**src/verilog/preproc_pkg.sv**
```systemverilog
/*
 Constants of the preprocessed control and signaling channel handler:
 control memory layout, channel codes, change FIFO size and last-look timing.
 Assumes a 50 MHz core clock.
*/
// Overview of operation
// - latest received signaling stored as even actual
// - odd stable updated only on confirmed change
// - stable change raises irq, queues address
// - double last-look with programmable sampling period
// - monitor protocol selectable; non-handshake for slot bus
// - idle downstream bits: float if 0, one if 1
// - command/indication exchanged; upstream change queued
// - central scheme passes two D bits transparently
// - downstream monitor bits: memory data, ANDed with handler bits in handshake mode
// - nine-entry FIFO; overflow changes wait at interface
// - period 125 us if rate bit, else (1+value)*250 us
// - irq stays while FIFO holds entries
package preproc_pkg;
    localparam int N_SUB = 8;
    localparam int SUB_W = 3;
    localparam int ENT_W = 5;
    localparam int N_ENT = 32;
    localparam int SUB_LSB = 1;
    localparam int SEL_LSB = 6;
    localparam logic [1:0] SEL_DN_EVEN = 2'h0;
    localparam logic [1:0] SEL_DN_ODD = 2'h1;
    localparam logic [1:0] SEL_UP_EVEN = 2'h2;
    localparam logic [1:0] SEL_UP_ODD = 2'h3;
    localparam logic [3:0] MOC_WR_ALL = 4'h7;
    localparam logic [3:0] MOC_WR_DATA = 4'h9;
    localparam logic [3:0] CODE_CI_UP = 4'h8;
    localparam logic [3:0] CODE_CS_EVEN = 4'hA;
    localparam logic [3:0] CODE_CS_ODD = 4'hB;
    localparam logic [1:0] CODE_SUBSLOT_HI = 2'h1;
    localparam logic [3:0] CM_CODE_RST = 4'h0;
    localparam logic [7:0] CM_DATA_RST = 8'hFF;
    localparam logic [7:0] MASK_SIG6 = 8'hFC;
    localparam logic [7:0] MASK_SIG8 = 8'hFF;
    localparam int CI_MSB = 5;
    localparam int CI_LSB = 2;
    localparam int FIFO_DEPTH = 9;
    localparam int FIFO_W = 7;
    localparam int TIMER_PERIOD_VALUE_W = 7;
    localparam int UNIT_W = 14;
    localparam int CLK_PERIOD_NS = 20;
    localparam int LL_UNIT_NS = 250000;
    localparam int LL_UNIT_CYC_DEF = LL_UNIT_NS / CLK_PERIOD_NS;
endpackage : preproc_pkg

```
**src/verilog/change_fifo.sv**
```systemverilog
/*
 Change-address FIFO with valid/ready on both sides and synchronous clear.
 Assumes writer and reader share core_clk_i.
*/
`timescale 1ns/1ps
`default_nettype none
module change_fifo #(
    parameter int WIDTH = 7,
    parameter int DEPTH = 9
) (
    // clock and reset
    input wire logic core_clk_i,
    input wire logic rst_n_i,
    input wire logic clear_i,
    // fill side
    input wire logic in_valid_i,
    output logic in_ready_o,
    input wire logic [WIDTH-1:0] in_data_i,
    // drain side
    output logic out_valid_o,
    input wire logic out_ready_i,
    output logic [WIDTH-1:0] out_data_o
);
    localparam int PTR_W = $clog2(DEPTH);
    localparam int CNT_W = $clog2(DEPTH + 1);
    localparam logic [PTR_W-1:0] PTR_LAST = PTR_W'(DEPTH - 1);
    localparam logic [CNT_W-1:0] CNT_FULL = CNT_W'(DEPTH);

    logic [WIDTH-1:0] mem [0:DEPTH-1];
    logic [PTR_W-1:0] wr_ptr;
    logic [PTR_W-1:0] rd_ptr;
    logic [CNT_W-1:0] count;

    wire do_push = in_valid_i && in_ready_o;
    wire do_pop = out_valid_o && out_ready_i;
    // a push in the clearing cycle survives in slot 0
    wire [PTR_W-1:0] wr_slot = clear_i ? '0 : wr_ptr;

    assign in_ready_o = count != CNT_FULL;
    assign out_valid_o = count != '0;
    assign out_data_o = mem[rd_ptr];

    always_ff @(posedge core_clk_i) begin
        if (do_push) begin
            mem[wr_slot] <= in_data_i;
        end
    end

    always_ff @(posedge core_clk_i or negedge rst_n_i) begin
        if (!rst_n_i) begin
            wr_ptr <= '0;
            rd_ptr <= '0;
            count <= '0;
        end else if (clear_i) begin
            wr_ptr <= do_push ? PTR_W'(1) : '0;
            rd_ptr <= '0;
            count <= CNT_W'(do_push);
        end else begin
            if (do_push) begin
                wr_ptr <= (wr_ptr == PTR_LAST) ? '0 : wr_ptr + 1'b1;
            end
            if (do_pop) begin
                rd_ptr <= (rd_ptr == PTR_LAST) ? '0 : rd_ptr + 1'b1;
            end
            count <= count + CNT_W'(do_push) - CNT_W'(do_pop);
        end
    end
endmodule : change_fifo
`default_nettype wire

```
**src/verilog/preproc_channel_handler.sv**
```systemverilog
/*
 Preprocessed channel handler: control memory, upstream change detection
 with double last-look, change-address queue and downstream slot builder.
 Assumes per-slot byte strobes from a serializer on core_clk_i.
*/
`timescale 1ns/1ps
`default_nettype none
module preproc_channel_handler #(
    parameter int LL_UNIT_CYC = preproc_pkg::LL_UNIT_CYC_DEF
) (
    // clock and reset
    input wire logic core_clk_i,
    input wire logic rst_n_i,
    // memory access
    input wire logic ma_wr_i,
    input wire logic ma_rd_i,
    input wire logic [7:0] memory_access_address_i,
    input wire logic [7:0] memory_access_control_i,
    input wire logic [7:0] memory_access_data_i,
    output logic [7:0] ma_rdata_o,
    // upstream odd slot
    input wire logic up_strobe_i,
    input wire logic [preproc_pkg::SUB_W-1:0] up_sub_i,
    input wire logic [7:0] up_byte_i,
    // downstream odd slot
    input wire logic dn_strobe_i,
    input wire logic [preproc_pkg::SUB_W-1:0] dn_sub_i,
    output logic [7:0] dn_byte_o,
    output logic [7:0] dn_drive_n_o,
    // d channel to and from pcm side
    input wire logic [1:0] pcm_d_i,
    output logic [1:0] d_up_o,
    output logic d_up_valid_o,
    // monitor handler
    input wire logic [1:0] mf_bits_i,
    input wire logic mf_handshake_i,
    // configuration
    input wire logic idle_subslot_level_select_i,
    input wire logic [preproc_pkg::N_SUB-1:0] decentral_sel_i,
    input wire logic sampling_rate_select_i,
    input wire logic [preproc_pkg::TIMER_PERIOD_VALUE_W-1:0] timer_period_value_i,
    input wire logic timer_start_i,
    input wire logic frame_i,
    output logic timer_active_o,
    // change queue
    input wire logic cfifo_rd_i,
    input wire logic cfifo_reset_i,
    output logic [7:0] change_address_fifo_o,
    output logic signaling_fifo_irq_o
);
    import preproc_pkg::*;

    logic [3:0] cm_code [0:N_ENT-1];
    logic [7:0] cm_data [0:N_ENT-1];
    logic due [0:N_SUB-1];
    logic [7:0] ll_prev [0:N_SUB-1];
    logic [UNIT_W-1:0] unit_cnt;
    logic [TIMER_PERIOD_VALUE_W-1:0] tv_cnt;
    logic push_r;
    logic [FIFO_W-1:0] fifo_q;

    // memory access decode
    wire [ENT_W-1:0] ma_idx = {memory_access_address_i[7:SEL_LSB], memory_access_address_i[SUB_LSB+:SUB_W]};
    wire sw_all = ma_wr_i && memory_access_control_i[7:4] == MOC_WR_ALL;
    wire sw_data = ma_wr_i && memory_access_control_i[7:4] == MOC_WR_DATA;

    // upstream scheme selection
    wire [ENT_W-1:0] ue = {SEL_UP_EVEN, up_sub_i};
    wire [ENT_W-1:0] uo = {SEL_UP_ODD, up_sub_i};
    wire [3:0] uc_e = cm_code[ue];
    wire [3:0] uc_o = cm_code[uo];
    wire ci_sel = up_strobe_i && uc_e == CODE_CI_UP;
    wire ci_chg = ci_sel && up_byte_i[CI_MSB:CI_LSB] != cm_data[ue][CI_MSB:CI_LSB];
    wire sig6 = uc_e == CODE_CS_EVEN && uc_o == CODE_CS_EVEN;
    wire sig8 = uc_e == CODE_CS_ODD && uc_o == CODE_CS_ODD;
    wire sig_sel = up_strobe_i && (sig6 || sig8);
    wire [7:0] sig_mask = sig8 ? MASK_SIG8 : MASK_SIG6;
    wire [7:0] act = up_byte_i & sig_mask;
    wire ll_chk = sig_sel && due[up_sub_i];
    // double last look: two equal samples differing from stable
    wire ll_chg = ll_chk && act == ll_prev[up_sub_i] && act != (cm_data[uo] & sig_mask);
    wire push_v = ci_chg || ll_chg;
    wire push_ok = push_v && push_r;
    wire sad_odd = !ci_chg;
    wire [FIFO_W-1:0] sad = {sad_odd, 2'h0, up_sub_i, sad_odd};

    // last-look period
    wire unit_done = unit_cnt == UNIT_W'(LL_UNIT_CYC - 1);
    wire tv_done = tv_cnt == timer_period_value_i;
    wire timer_tick = timer_active_o && unit_done && tv_done;
    wire ll_tick = sampling_rate_select_i ? frame_i : timer_tick;

    // downstream slot build
    wire [ENT_W-1:0] de = {SEL_DN_EVEN, dn_sub_i};
    wire [ENT_W-1:0] dodd = {SEL_DN_ODD, dn_sub_i};
    wire dn_even_ok = cm_code[de] == CODE_CS_EVEN;
    wire dn_cs = dn_even_ok && cm_code[dodd] == CODE_CS_ODD;
    wire dn_cen = dn_even_ok && cm_code[dodd][3:2] == CODE_SUBSLOT_HI;
    wire dn_dec = dn_cs && decentral_sel_i[dn_sub_i];
    wire dn_sig8 = cm_code[{SEL_UP_EVEN, dn_sub_i}] == CODE_CS_ODD;
    wire [1:0] mon = mf_handshake_i ? mf_bits_i : 2'h3;
    wire [7:0] dd = cm_data[de];
    wire [1:0] dn_mon = dd[1:0] & mon;
    wire [1:0] dn_top = dn_cen ? pcm_d_i : (dn_dec ? {2{idle_subslot_level_select_i}} : dd[7:6]);
    wire [7:0] next_dn_byte = (dn_sig8 && !dn_cen) ? dd : {dn_top, dd[CI_MSB:CI_LSB], dn_mon};
    wire [7:0] next_dn_drive_n = !(dn_cs || dn_cen) ? 8'hFF :
        (dn_dec && !idle_subslot_level_select_i) ? 8'hC0 : 8'h00;

    change_fifo #(.WIDTH(FIFO_W), .DEPTH(FIFO_DEPTH)) u_fifo (
        .core_clk_i(core_clk_i),
        .rst_n_i(rst_n_i),
        .clear_i(cfifo_reset_i),
        .in_valid_i(push_v),
        .in_ready_o(push_r),
        .in_data_i(sad),
        .out_valid_o(signaling_fifo_irq_o),
        .out_ready_i(cfifo_rd_i),
        .out_data_o(fifo_q)
    );
    assign change_address_fifo_o = {signaling_fifo_irq_o, fifo_q};

    // control memory
    always_ff @(posedge core_clk_i or negedge rst_n_i) begin
        if (!rst_n_i) begin
            for (int i = 0; i < N_ENT; i++) begin
                cm_code[i] <= CM_CODE_RST;
                cm_data[i] <= CM_DATA_RST;
            end
        end else begin
            if (ci_chg && push_r) begin
                cm_data[ue][CI_MSB:CI_LSB] <= up_byte_i[CI_MSB:CI_LSB];
            end
            if (sig_sel) begin
                cm_data[ue] <= act;
            end
            if (ll_chg && push_r) begin
                cm_data[uo] <= act;
            end
            if (sw_all) begin
                cm_code[ma_idx] <= memory_access_control_i[3:0];
                cm_data[ma_idx] <= memory_access_data_i;
            end else if (sw_data) begin
                cm_data[ma_idx] <= memory_access_data_i;
            end
        end
    end

    // per-subscriber last-look state
    for (genvar s = 0; s < N_SUB; s++) begin : g_sub
        wire hit = up_sub_i == SUB_W'(s);
        always_ff @(posedge core_clk_i or negedge rst_n_i) begin
            if (!rst_n_i) begin
                due[s] <= 1'b0;
                ll_prev[s] <= 8'h00;
            end else begin
                if (ll_tick) begin
                    due[s] <= 1'b1;
                end else if (ll_chk && hit && (!ll_chg || push_r)) begin
                    due[s] <= 1'b0;
                end
                if (ll_chk && hit) begin
                    ll_prev[s] <= act;
                end
            end
        end
    end

    always_ff @(posedge core_clk_i or negedge rst_n_i) begin
        if (!rst_n_i) begin
            timer_active_o <= 1'b0;
            unit_cnt <= '0;
            tv_cnt <= '0;
        end else if (timer_start_i) begin
            timer_active_o <= 1'b1;
            unit_cnt <= '0;
            tv_cnt <= '0;
        end else if (timer_active_o) begin
            unit_cnt <= unit_done ? '0 : unit_cnt + 1'b1;
            if (unit_done) begin
                tv_cnt <= tv_done ? '0 : tv_cnt + 1'b1;
            end
        end
    end

    always_ff @(posedge core_clk_i or negedge rst_n_i) begin
        if (!rst_n_i) begin
            ma_rdata_o <= 8'h00;
            dn_byte_o <= 8'hFF;
            dn_drive_n_o <= 8'hFF;
            d_up_o <= 2'h3;
            d_up_valid_o <= 1'b0;
        end else begin
            if (ma_rd_i) begin
                ma_rdata_o <= cm_data[ma_idx];
            end
            if (dn_strobe_i) begin
                dn_byte_o <= next_dn_byte;
                dn_drive_n_o <= next_dn_drive_n;
            end
            d_up_valid_o <= ci_sel && uc_o[3:2] == CODE_SUBSLOT_HI;
            if (ci_sel && uc_o[3:2] == CODE_SUBSLOT_HI) begin
                d_up_o <= up_byte_i[7:6];
            end
        end
    end
endmodule : preproc_channel_handler
`default_nettype wire

```
**config.mk**
```make
export PLATFORM = sky130hd
export DESIGN_NAME = preproc_channel_handler
export DESIGN_NICKNAME = d
export VERILOG_FILES = /design/src/verilog/preproc_pkg.sv /design/src/verilog/change_fifo.sv /design/src/verilog/preproc_channel_handler.sv
export SDC_FILE = /design/constraint.sdc
export NUM_CORES = 1
export LEC_CHECK = 0
export BUFFER_PORTS_ARGS = -buffer_cell sky130_fd_sc_hd__buf_2
export CORE_ASPECT_RATIO = 0.6
export CORE_MARGIN = 1
export CORE_UTILIZATION = 63
export DETAILED_ROUTE_END_ITERATION = 16
export HOLD_SLACK_MARGIN = 0.02
export PLACE_DENSITY_LB_ADDON = 0.3
export SLEW_MARGIN = 20
export SYNTH_ARGS = -nofsm -noshare
export SYNTH_HDL_FRONTEND = slang
export SYNTH_SLANG_ARGS = --single-unit
```
**constraint.sdc**
```tcl
create_clock -name core_clk_i -period 4.94 [get_ports core_clk_i]
set_input_delay 0.741 -clock core_clk_i [delete_from_list [all_inputs] [get_ports core_clk_i]]
set_output_delay 0.741 -clock core_clk_i [all_outputs]
set_load 0.01 [all_outputs]
```
After elaboration in Yosys (flattened, before gate mapping)
Memories as Yosys holds them, arrays and structs flattened. Index checks and enable logic that the tools add are counted.

$add $sub $neg: 6. $mul: 0. Div/mod/pow operators: 0. $lt $le $gt $ge: 11. Equal/unequal tests: 27. Shift operators: 0. Mux-type cells: 97. Bitwise gates (word level): 10. Reduce and logical (&&, ||, !) cells: 64.

Operators with widths (number): $mux W256 (5); $bwmux W256 (4); $bmux W8 S5 (4); $demux W8 S5 (4); $bwmux W128 (1); $mux W8 (14); $bmux W4 S5 (5); $mux W4 (19); $eq A4 B4 Y1 const B (11); $mux W14 (3); $logic_and A1 B1 Y1 (41); $ge A6 B6 Y1 const B (6); $mux W7 (4); $bmux W8 S3 (1); $not A5 Y6 (4); $reduce_bool A2 Y1 (12); $mux W1 (23); $demux W4 S5 (1); $lt A6 B1 Y1 const B (3); $mux W6 (3); $and A8 B8 Y8 (2); $add A14 B1 Y14 const B (1); $eq A14 B14 Y1 const B (1); $eq A3 B3 Y1 const B (4); 26 further kinds (39).

Register bits after elaboration: 517. Bits in latches: 0. Memory bits (writable): 45. ROM bits: 0. Input bits: 70. Output and inout bits: 37. Memories kept: 1.

Memory list: u_fifo.mem (depth 9, bits a word 5, rd ports 1, clocked after Yosys merged registers in 0, wr ports 1, RTL line change_fifo.sv:29) `logic [WIDTH-1:0] mem [0:DEPTH-1];`.

Longest topological paths before layout
Gate-level depths: netlist of the first run.

Word-level depth: 16. Gate-level depth with buffers: 20. Mapped depth without buffers: 14.

Hierarchy
Synthesis of the first run repeated with hierarchy kept, for this count alone.

Cells, all modules: 2345. Area, all modules: 29692.2 µm².

Modules (own cells, without submodules): preproc_channel_handler (instances 1, cells each 2120, area an instance 26360.3 µm², sequential area each 12822.3 µm²); change_fifo (instances 1, cells each 225, area an instance 3331.9 µm², sequential area each 2192.1 µm²).

Worst setup path after synthesis of the first run
No wires, ideal clock.

Path type: in2reg. Start point: input up_sub_i[1] in the netlist's numbering. End point: register u_fifo.count[2]. Arrival: 3924 ps. Required time: 4808 ps. Slack: 884 ps. Stages on the path: 17. Buffers on the path: 4. Path through: buf_6 -> buf_6 -> buf_6 -> buf_2 -> mux2i_1 -> a222oi_1 -> o21ai_0 -> xor2_1 -> nand4_1 -> o31ai_1 -> a211oi_4 -> nor2_2 -> inv_1 -> ha_1 -> fa_1 -> xnor2_1 -> nor2_1.

Cells in the longest elaborated chain, start to end: 16.

RTL lines: start, declared (RTL line preproc_channel_handler.sv:23) `input wire logic [preproc_pkg::SUB_W-1:0] up_sub_i,`; $not A5 Y6 (on tied branches); $bmux W4 S5 (on tied branches) (RTL line preproc_channel_handler.sv:70, preproc_channel_handler.sv:71); $mux W4 (on tied branches) (2 in a row) (RTL line preproc_channel_handler.sv:70, preproc_channel_handler.sv:71); $eq A4 B4 Y1 (on tied branches) (RTL line preproc_channel_handler.sv:75, preproc_channel_handler.sv:74); $logic_and A1 B1 Y1 (on tied branches) (RTL line preproc_channel_handler.sv:75, preproc_channel_handler.sv:74); $mux W2 / $logic_or A1 B1 Y1 (equally long branches) (RTL line preproc_channel_handler.sv:77, preproc_channel_handler.sv:76); $and A8 B8 Y8 / $logic_and A1 B1 Y1 (equally long branches) (RTL line preproc_channel_handler.sv:78, preproc_channel_handler.sv:76); $eq A8 B8 Y1 / $logic_and A1 B1 Y1 (equally long branches) (RTL line preproc_channel_handler.sv:81, preproc_channel_handler.sv:79); $logic_and A1 B1 Y1 (2 in a row) (RTL line preproc_channel_handler.sv:81) `wire ll_chg = ll_chk && act == ll_prev[up_sub_i] && act != (cm_data[uo] & sig_mask);`; $logic_or A1 B1 Y1 (*) (RTL line preproc_channel_handler.sv:82) `wire push_v = ci_chg || ll_chg;`; $logic_and A1 B1 Y1 (*) (RTL line change_fifo.sv:34) `wire do_push = in_valid_i && in_ready_o;`; $add A4 B1 Y4 (*) (RTL line change_fifo.sv:65) `count <= count + CNT_W'(do_push) - CNT_W'(do_pop);`; $sub A4 B1 Y4 (*) (RTL line change_fifo.sv:65); $mux W4 (*) (RTL line change_fifo.sv:54) `end else if (clear_i) begin`; end signal, assigned (RTL line change_fifo.sv:57) `count <= CNT_W'(do_push);`; end signal, assigned (RTL line change_fifo.sv:65); end, declared (RTL line change_fifo.sv:32) `logic [CNT_W-1:0] count;`.

Every way passes the cells marked *; elsewhere a longest branch is shown, timed or not. The select of a mux whose other input is x is not followed. A chain may end at the register's enable or synchronous reset.

Worst setup path in the final report of the first run
Start point: input up_sub_i[0] in the netlist's numbering. End point: memory u_fifo.mem[5][2] in the netlist's numbering (enable).

Cells in the longest elaborated chain, start to end: 15.

RTL lines: $not A5 Y6 (on tied branches); $bmux W4 S5 (on tied branches) (RTL line preproc_channel_handler.sv:70, preproc_channel_handler.sv:71); $mux W4 (on tied branches) (2 in a row) (RTL line preproc_channel_handler.sv:70, preproc_channel_handler.sv:71); $eq A4 B4 Y1 (on tied branches) (RTL line preproc_channel_handler.sv:75, preproc_channel_handler.sv:74); $logic_and A1 B1 Y1 (on tied branches) (RTL line preproc_channel_handler.sv:75, preproc_channel_handler.sv:74); $mux W2 / $logic_or A1 B1 Y1 (equally long branches) (RTL line preproc_channel_handler.sv:77, preproc_channel_handler.sv:76); $and A8 B8 Y8 / $logic_and A1 B1 Y1 (equally long branches) (RTL line preproc_channel_handler.sv:78, preproc_channel_handler.sv:76); $eq A8 B8 Y1 / $logic_and A1 B1 Y1 (equally long branches) (RTL line preproc_channel_handler.sv:81, preproc_channel_handler.sv:79); $logic_and A1 B1 Y1 (2 in a row) (RTL line preproc_channel_handler.sv:81); $logic_or A1 B1 Y1 (*) (RTL line preproc_channel_handler.sv:82); $logic_and A1 B1 Y1 (*) (RTL line change_fifo.sv:34); $mux W1 (*) (RTL line change_fifo.sv:44) `if (do_push) begin`; $mux W1 (not written as such) (*) (RTL line change_fifo.sv:45) `mem[wr_slot] <= in_data_i;`; end, declared (RTL line change_fifo.sv:29).

Marks and branches as above.

==> results.yml, run 1 <==
clocking:
  cts_setup_buffers: 0
  ctsResizeCount: 0
  cts_tree: "yes"
  cts_root_buf: "clkbuf_16"
  clk_pin_slew_ns: 0.06
  numCtsBuffers: 50
  cts_hold_buffers: 0
  htreeDepth: 2
  clock-sinks: 547
  clockBufferDepth: 3
  clk_latency_ns: 0.60
synth:
  synthDistinctLibCells: 80
  yosys.area.top_type: "dfstp_2"
  synth_top_family_by_area: "multiplexers"
  synth-edff-count: 36
  synth-seq-cells: 547
  synth_xor_area_frac: 0.0120
  syn-cell-area_um2: 28500
  synth_compound_area_frac: 0.0723
  synthMuxAreaShare: 0.296
  synthTopCellsByArea: "dfstp_2, dfrtp_1, mux2_2, mux4_2, mux2i_1"
  avgSynthCellArea_um2: 12.3
  synth_fa_ha_area_frac: 0.00598
  ys_warn_count: 0
  ys_seq_area_frac: 0.499
  synth.top_cell.area_share: 0.247
  synthesis.instances: 2308
  synthFlopType: "dfstp_2"
  synthSimpleGateAreaFrac: 0.0820
  async_flop_share: 0.934
run:
  cap_viol_max_count: 0
drt:
  drc: 0
  routed-via-count: 20100
  first_iter_violations: 2387
  drt_pre_antenna_iters: 6
  via_per_inst: 6.73
  avgRoutedWirePerCell_um: 25.8
  drt_wl_total_um: 76800
  drt.antenna.violating_nets: 0
timing:
  min_period_over_period: 0.872
  setup-tns-final_ns: 0
  min_period_ns: 4.31
  fmax_mhz: 232
  fin_skew_ns: 0.0190
  finalSetupViolations: 0
  final_hold_viol_count: 0
  slew_headroom: 0.275
  rsz0062_at_grt: "false"
  slew_violations: 0
  tightest_slew_ns: 1.08
floorplan:
  die_w_um: 276
  row_count: 59
  die_h_um: 167
  start_util: 0.648
  io_pins: 107
  dieArea_um2: 46100
  coreArea_um2: 43900
placed_design:
  gp_congestion: 0.966
  placedInstanceArea_um2: 29600
  portBuffers: 101
  dp_hpwl_um: 52100
global_routing:
  grt_pass1_vias: 20400
  globalRouteTotalUtil: 0.339
  antenna_found_initial: 1
  grt_max_degree: 119
  grt_pass1_wl_um: 120000
  overflow: 0
worst_setup_path:
  worst_r2r_endpoint: "u_fifo.mem[5][2]"
  cp.required_ns: 5.25
  rrSetupSlack_ns: 1.05
  path_max_fanout: 19
  worst_setup_path_start_kind: "primary input"
  critPathCapture: "u_fifo.mem[5][2]"
  cp.arrival_ns: 4.62
  crit_start: "up_sub_i[0]"
  end_kind: "register"
  rr_worst_depth: 12
  rr_startpoint: "cm_code[36]"
  critical_path_class: "primary input to register"
finish:
  nFillCells: 2918
  postLayoutCoreUtil: 0.712
  diodes: 0
  final_net_count: 2446
  synthToLayoutAreaGrowth_pct: 9.82
  multi_input_area_um2: 13400
  drive_above_1_share: 0.416
  regArea_um2: 14200
  final_area_um2: 31300
power:
  power_density_nw_per_um2: 321
  ir_drop_mv: 0.237
  p_leak_nw: 13.5
hold_path:
  worstHoldPathType: "primary input to asynchronous set/reset pin"
outcome:
  status: "complete, no violations"
==> report_power, final <==
group | switching, W | internal, W | total (W)
Sequential | 0.000145 | 0.00479 | 0.00493
Combinational | 0.000615 | 0.000439 | 0.00105
Clock | 0.00179 | 0.00225 | 0.00405
Total | 0.00255 | 0.00748 | 0.0100
==> layout by cell type, fill, tap and decap left out, types with 17 or more instances in the layout <==
cell type,count
a21oi_1,60
a22oi_1,17
buf_2,97
buf_4,70
clkbuf_16,51
dfrtp_1,243
dfstp_2,268
edfxtp_1,36
inv_1,35
mux2_2,327
mux2i_1,200
mux4_2,119
nand2_1,216
nand3_1,29
nor2_1,157
nor3_1,18
o21ai_0,151
o22ai_1,22
xor2_1,25
==> how the worst min path moves through the flow <==
stage	endpoint	slack (ns)	cells after the start
2_1_floorplan	ll_prev[48]	0.44	2
3_3_place_gp	d_up_o[1]	0.44	2
3_5_place_dp	d_up_o[0]	0.45	2
4_1_cts	ll_prev[15]	0.30	1
5_1_grt	ll_prev[12]	0.33	1
6_report	ll_prev[12]	0.25	1
==> per-layer routing <==
metal  track usage  up-vias  wire (µm)
li1              -     8524          -
met1         0.494    10300      32300
met2         0.480     1086      32900
met3         0.128      156       9870
met4        0.0850        2       1750
met5       0.00410        -         13
==> cell families after synthesis <==
| logic type | after synthesis |
|---|---|
| fa+ha+maj | 13 |
| compound gates | 332 |
| mux | 651 |
| flops | 547 |
| other cells | 1 |
| xor+xnor | 39 |
| buf+inv | 208 |
| simple gates | 517 |
==> layout make-up <==
class,count,area share
repair buffers,175,0.0373
well taps,579,0.0232
multi-input cells,1554,0.427
clock inverters,26,0.00848
inverters,35,0.00420
flip-flops and latches,547,0.454
clock buffers,67,0.0456
==> flip-flops by register name (all words and copies together) (netlist names) <==
register,cells
d_up_valid_o,1
u_fifo.count,4
unit_cnt,14
ll_prev,64
cm_code,128
d_up_o,2
u_fifo.mem,36
due,8
timer_active_o,1
dn_byte_o,8
ma_rdata_o,8
cm_data,256
tv_cnt,7
dn_drive_n_o,2
u_fifo.rd_ptr,4
u_fifo.wr_ptr,4
==> Yosys cell counts, types with 14 or more instances <==
cell and count:
a21oi_1 60, a22oi_1 17, buf_1 25, clkbuf_1 112, dfrtp_1 243, dfstp_2 268, edfxtp_1 36, inv_1 35
mux2_2 327, mux2i_1 200, mux4_2 119, nand2_1 216, nand3_1 29, nor2_1 157, nor3_1 18, o21ai_0 151
o22ai_1 22, xnor2_1 14, xor2_1 25
==> per-stage QoR <==
stage | power, W | hold slack, ns | setup WS [ns] | cells
2_1_floorplan | 0.00563 | 0.442 | 0.884 | 2309
3_3_place_gp | 0.00598 | 0.442 | 0.228 | 2890
3_5_place_dp | 0.00604 | 0.451 | 0.171 | 2890
4_1_cts | 0.0100 | 0.305 | 0.774 | 2983
5_1_grt | 0.0104 | 0.327 | 0.433 | 2983
6_report | 0.0100 | 0.250 | 0.634 | 2983
==> critical path, stage by stage <==
cell      delay [ns]
buf_2           0.43
buf_12          0.23
nor2b_1         0.42
a22oi_1         0.18
a21oi_1         0.17
o22a_1          0.16
nand4_1         0.32
or4_4           0.63
a211oi_4        0.26
buf_4           0.20
o21ai_2         0.09
nor4_1          0.51
buf_4           0.23
Power figures use the tool's default switching activity.
==> run 2, diff against run 1 <==
--- a/config.mk
+++ b/config.mk
@@ -6,9 +6,11 @@
 export NUM_CORES = 1
 export LEC_CHECK = 0
 export BUFFER_PORTS_ARGS = -buffer_cell sky130_fd_sc_hd__buf_2
+export CELL_PAD_IN_SITES_DETAIL_PLACEMENT = 0
+export CELL_PAD_IN_SITES_GLOBAL_PLACEMENT = 2
 export CORE_ASPECT_RATIO = 0.6
 export CORE_MARGIN = 1
-export CORE_UTILIZATION = 63
+export CORE_UTILIZATION = 44
 export DETAILED_ROUTE_END_ITERATION = 16
 export HOLD_SLACK_MARGIN = 0.02
 export PLACE_DENSITY_LB_ADDON = 0.3
==> run 2 against run 1 <==
Net effect:
- power grew 5.8%
- fmax increased by 5.4%
- design area is 2.4% higher
- via count down 4.3%
- register-to-register slack gained 0.23 ns
- core utilization shrank 21 points
- worst hold slack got worse by 0.089 ns
- clock power up 14%
- critical path type unchanged
==> results.yml, run 2 (synthesized netlist as in run 1, its figures left out) <==
timing:
  fmax_mhz: 245
  slew_violations: 0
  rsz0062_at_grt: "false"
  setup-tns-final_ns: 0
  slew_headroom: 0.259
  tightest_slew_ns: 1.11
  fin_skew_ns: 0.0273
  hold_slack_ns: 0.161
  min_period_ns: 4.08
  final_hold_viol_count: 0
  min_period_over_period: 0.827
  finalSetupViolations: 0
floorplan:
  dieArea_um2: 65800
  die_h_um: 199
  start_util: 0.450
  coreArea_um2: 63300
  die_w_um: 330
  row_count: 71
  io_pins: 107
clocking:
  clk_latency_ns: 0.63
  cts_hold_buffers: 0
  cts_root_buf: "clkbuf_16"
  ctsResizeCount: 0
  cts_setup_buffers: 0
  numCtsBuffers: 54
  cts_tree: "yes"
  clockBufferDepth: 3
  clock-sinks: 547
  clk_pin_slew_ns: 0.07
  htreeDepth: 2
drt:
  top_layer: "met4"
  routed-wl-met2_um: 32900
  drc: 0
  first_iter_violations: 1477
  wl_met1_um: 40600
  drt_wl_total_um: 81600
  drt.antenna.violating_nets: 0
  met3_length_um: 6500
  avgRoutedWirePerCell_um: 25.0
  routed-via-count: 19200
  via_per_inst: 5.88
  drt_pre_antenna_iters: 5
placed_design:
  dp_hpwl_um: 55600
  gp_congestion: 0.879
  portBuffers: 101
worst_setup_path:
  crit_start: "up_sub_i[1]"
  end_kind: "register"
  worst_setup_path_start_kind: "primary input"
  cp.required_ns: 5.20
  critical_path_class: "primary input to register"
  cp.arrival_ns: 4.34
  path_max_fanout: 49
  rr_worst_depth: 10
  rr_startpoint: "cm_code[46]"
global_routing:
  grt_max_degree: 112
  overflow: 0
  grt_pass1_wl_um: 124000
  globalRouteTotalUtil: 0.253
  antenna_found_initial: 1
  grt_pass1_vias: 19200
finish:
  regMostFlops: "cm_data"
  reg_top3: "cm_data: 256 flops, cm_code: 128 flops, ll_prev: 64 flops"
  diodes: 0
  layout_commonest_cell: "mux2_2"
  nFillCells: 5482
  mostFrequentLayoutCells: "mux2_2, dfstp_2, dfrtp_1"
  drive_above_1_share: 0.422
  synthToLayoutAreaGrowth_pct: 12.4
  final_net_count: 2467
  largest_reg_flops: 256
outcome:
  status: "complete, no violations"
power:
  p_leak_nw: 13.7
  power_density_nw_per_um2: 332
  ir_drop_mv: 0.199
hold_path:
  worstHoldPathType: "primary input to asynchronous set/reset pin"
run:
  cap_viol_max_count: 0
-- run 2: cell count changes in the layout (fill, tap and decap cells not counted), moves of 3 or more --
| cell | delta |
|---|---|
| buf_4 | +15 |
| bufinv_16 | +7 |
| clkbuf_16 | +3 |
| clkinv_1 | +3 |
| clkinv_2 | -3 |
-- run 2: worst max-delay path: stages --
cell,delay [ns]
buf_6,0.37
buf_12,0.29
mux2i_1,0.22
o22ai_1,0.12
o22ai_1,0.29
xor2_1,0.17
nand4_1,0.34
or4_4,0.64
a211oi_4,0.26
buf_4,0.20
o21ai_2,0.10
nor4b_2,0.50
-- run 2: final timing paths --
kind                                     to  slack (ns)
max                        u_fifo.mem[8][2]        0.86
min                             ll_prev[21]        0.16
max reg2reg                u_fifo.mem[8][2]        1.28
min reg2reg                       d_up_o[0]        0.46
max in group asynchronous      cm_data[193]        3.56
min in group core_clk_i           tv_cnt[5]        0.35
-- run 2: metal layers --
layer  global-route usage  vias up
met5                    0        -
met4               0.0592        0
met3               0.0742      103
met2                0.339      531
met1                0.396     9989
li1                     -     8576
-- run 2: metrics by stage --
stage,utilization,setup WS [ns],cells,total power (W),area [µm²]
2_1_floorplan,-,0.884,2309,0.00563,28500
3_3_place_gp,0.474,0.339,3167,0.00604,30000
3_5_place_dp,0.474,0.284,3167,0.00607,30000
4_1_cts,0.505,0.944,3267,0.0107,32000
5_1_grt,0.505,0.684,3267,0.0110,32000
6_report,0.505,0.856,3267,0.0106,32000
-- run 2: area by class of cell --
class / count / area, µm² / area share
clock buffer: 70 / 1520 / 0.0475
clock inverter: 30 / 440 / 0.0138
inverter: 35 / 131 / 0.00410
multi-input combinational: 1554 / 13400 / 0.417
sequential: 547 / 14200 / 0.444
tap: 839 / 1050 / 0.0328
timing repair buffer: 192 / 1310 / 0.0409
-- run 2: report_power, final --
| part | internal [W] | switching (W) | leakage [nW] |
|---|---|---|---|
| combinational | 0.000444 | 0.000625 | 6.30 |
| clock | 0.00274 | 0.00188 | 0.967 |
| sequential | 0.00479 | 0.000138 | 6.43 |
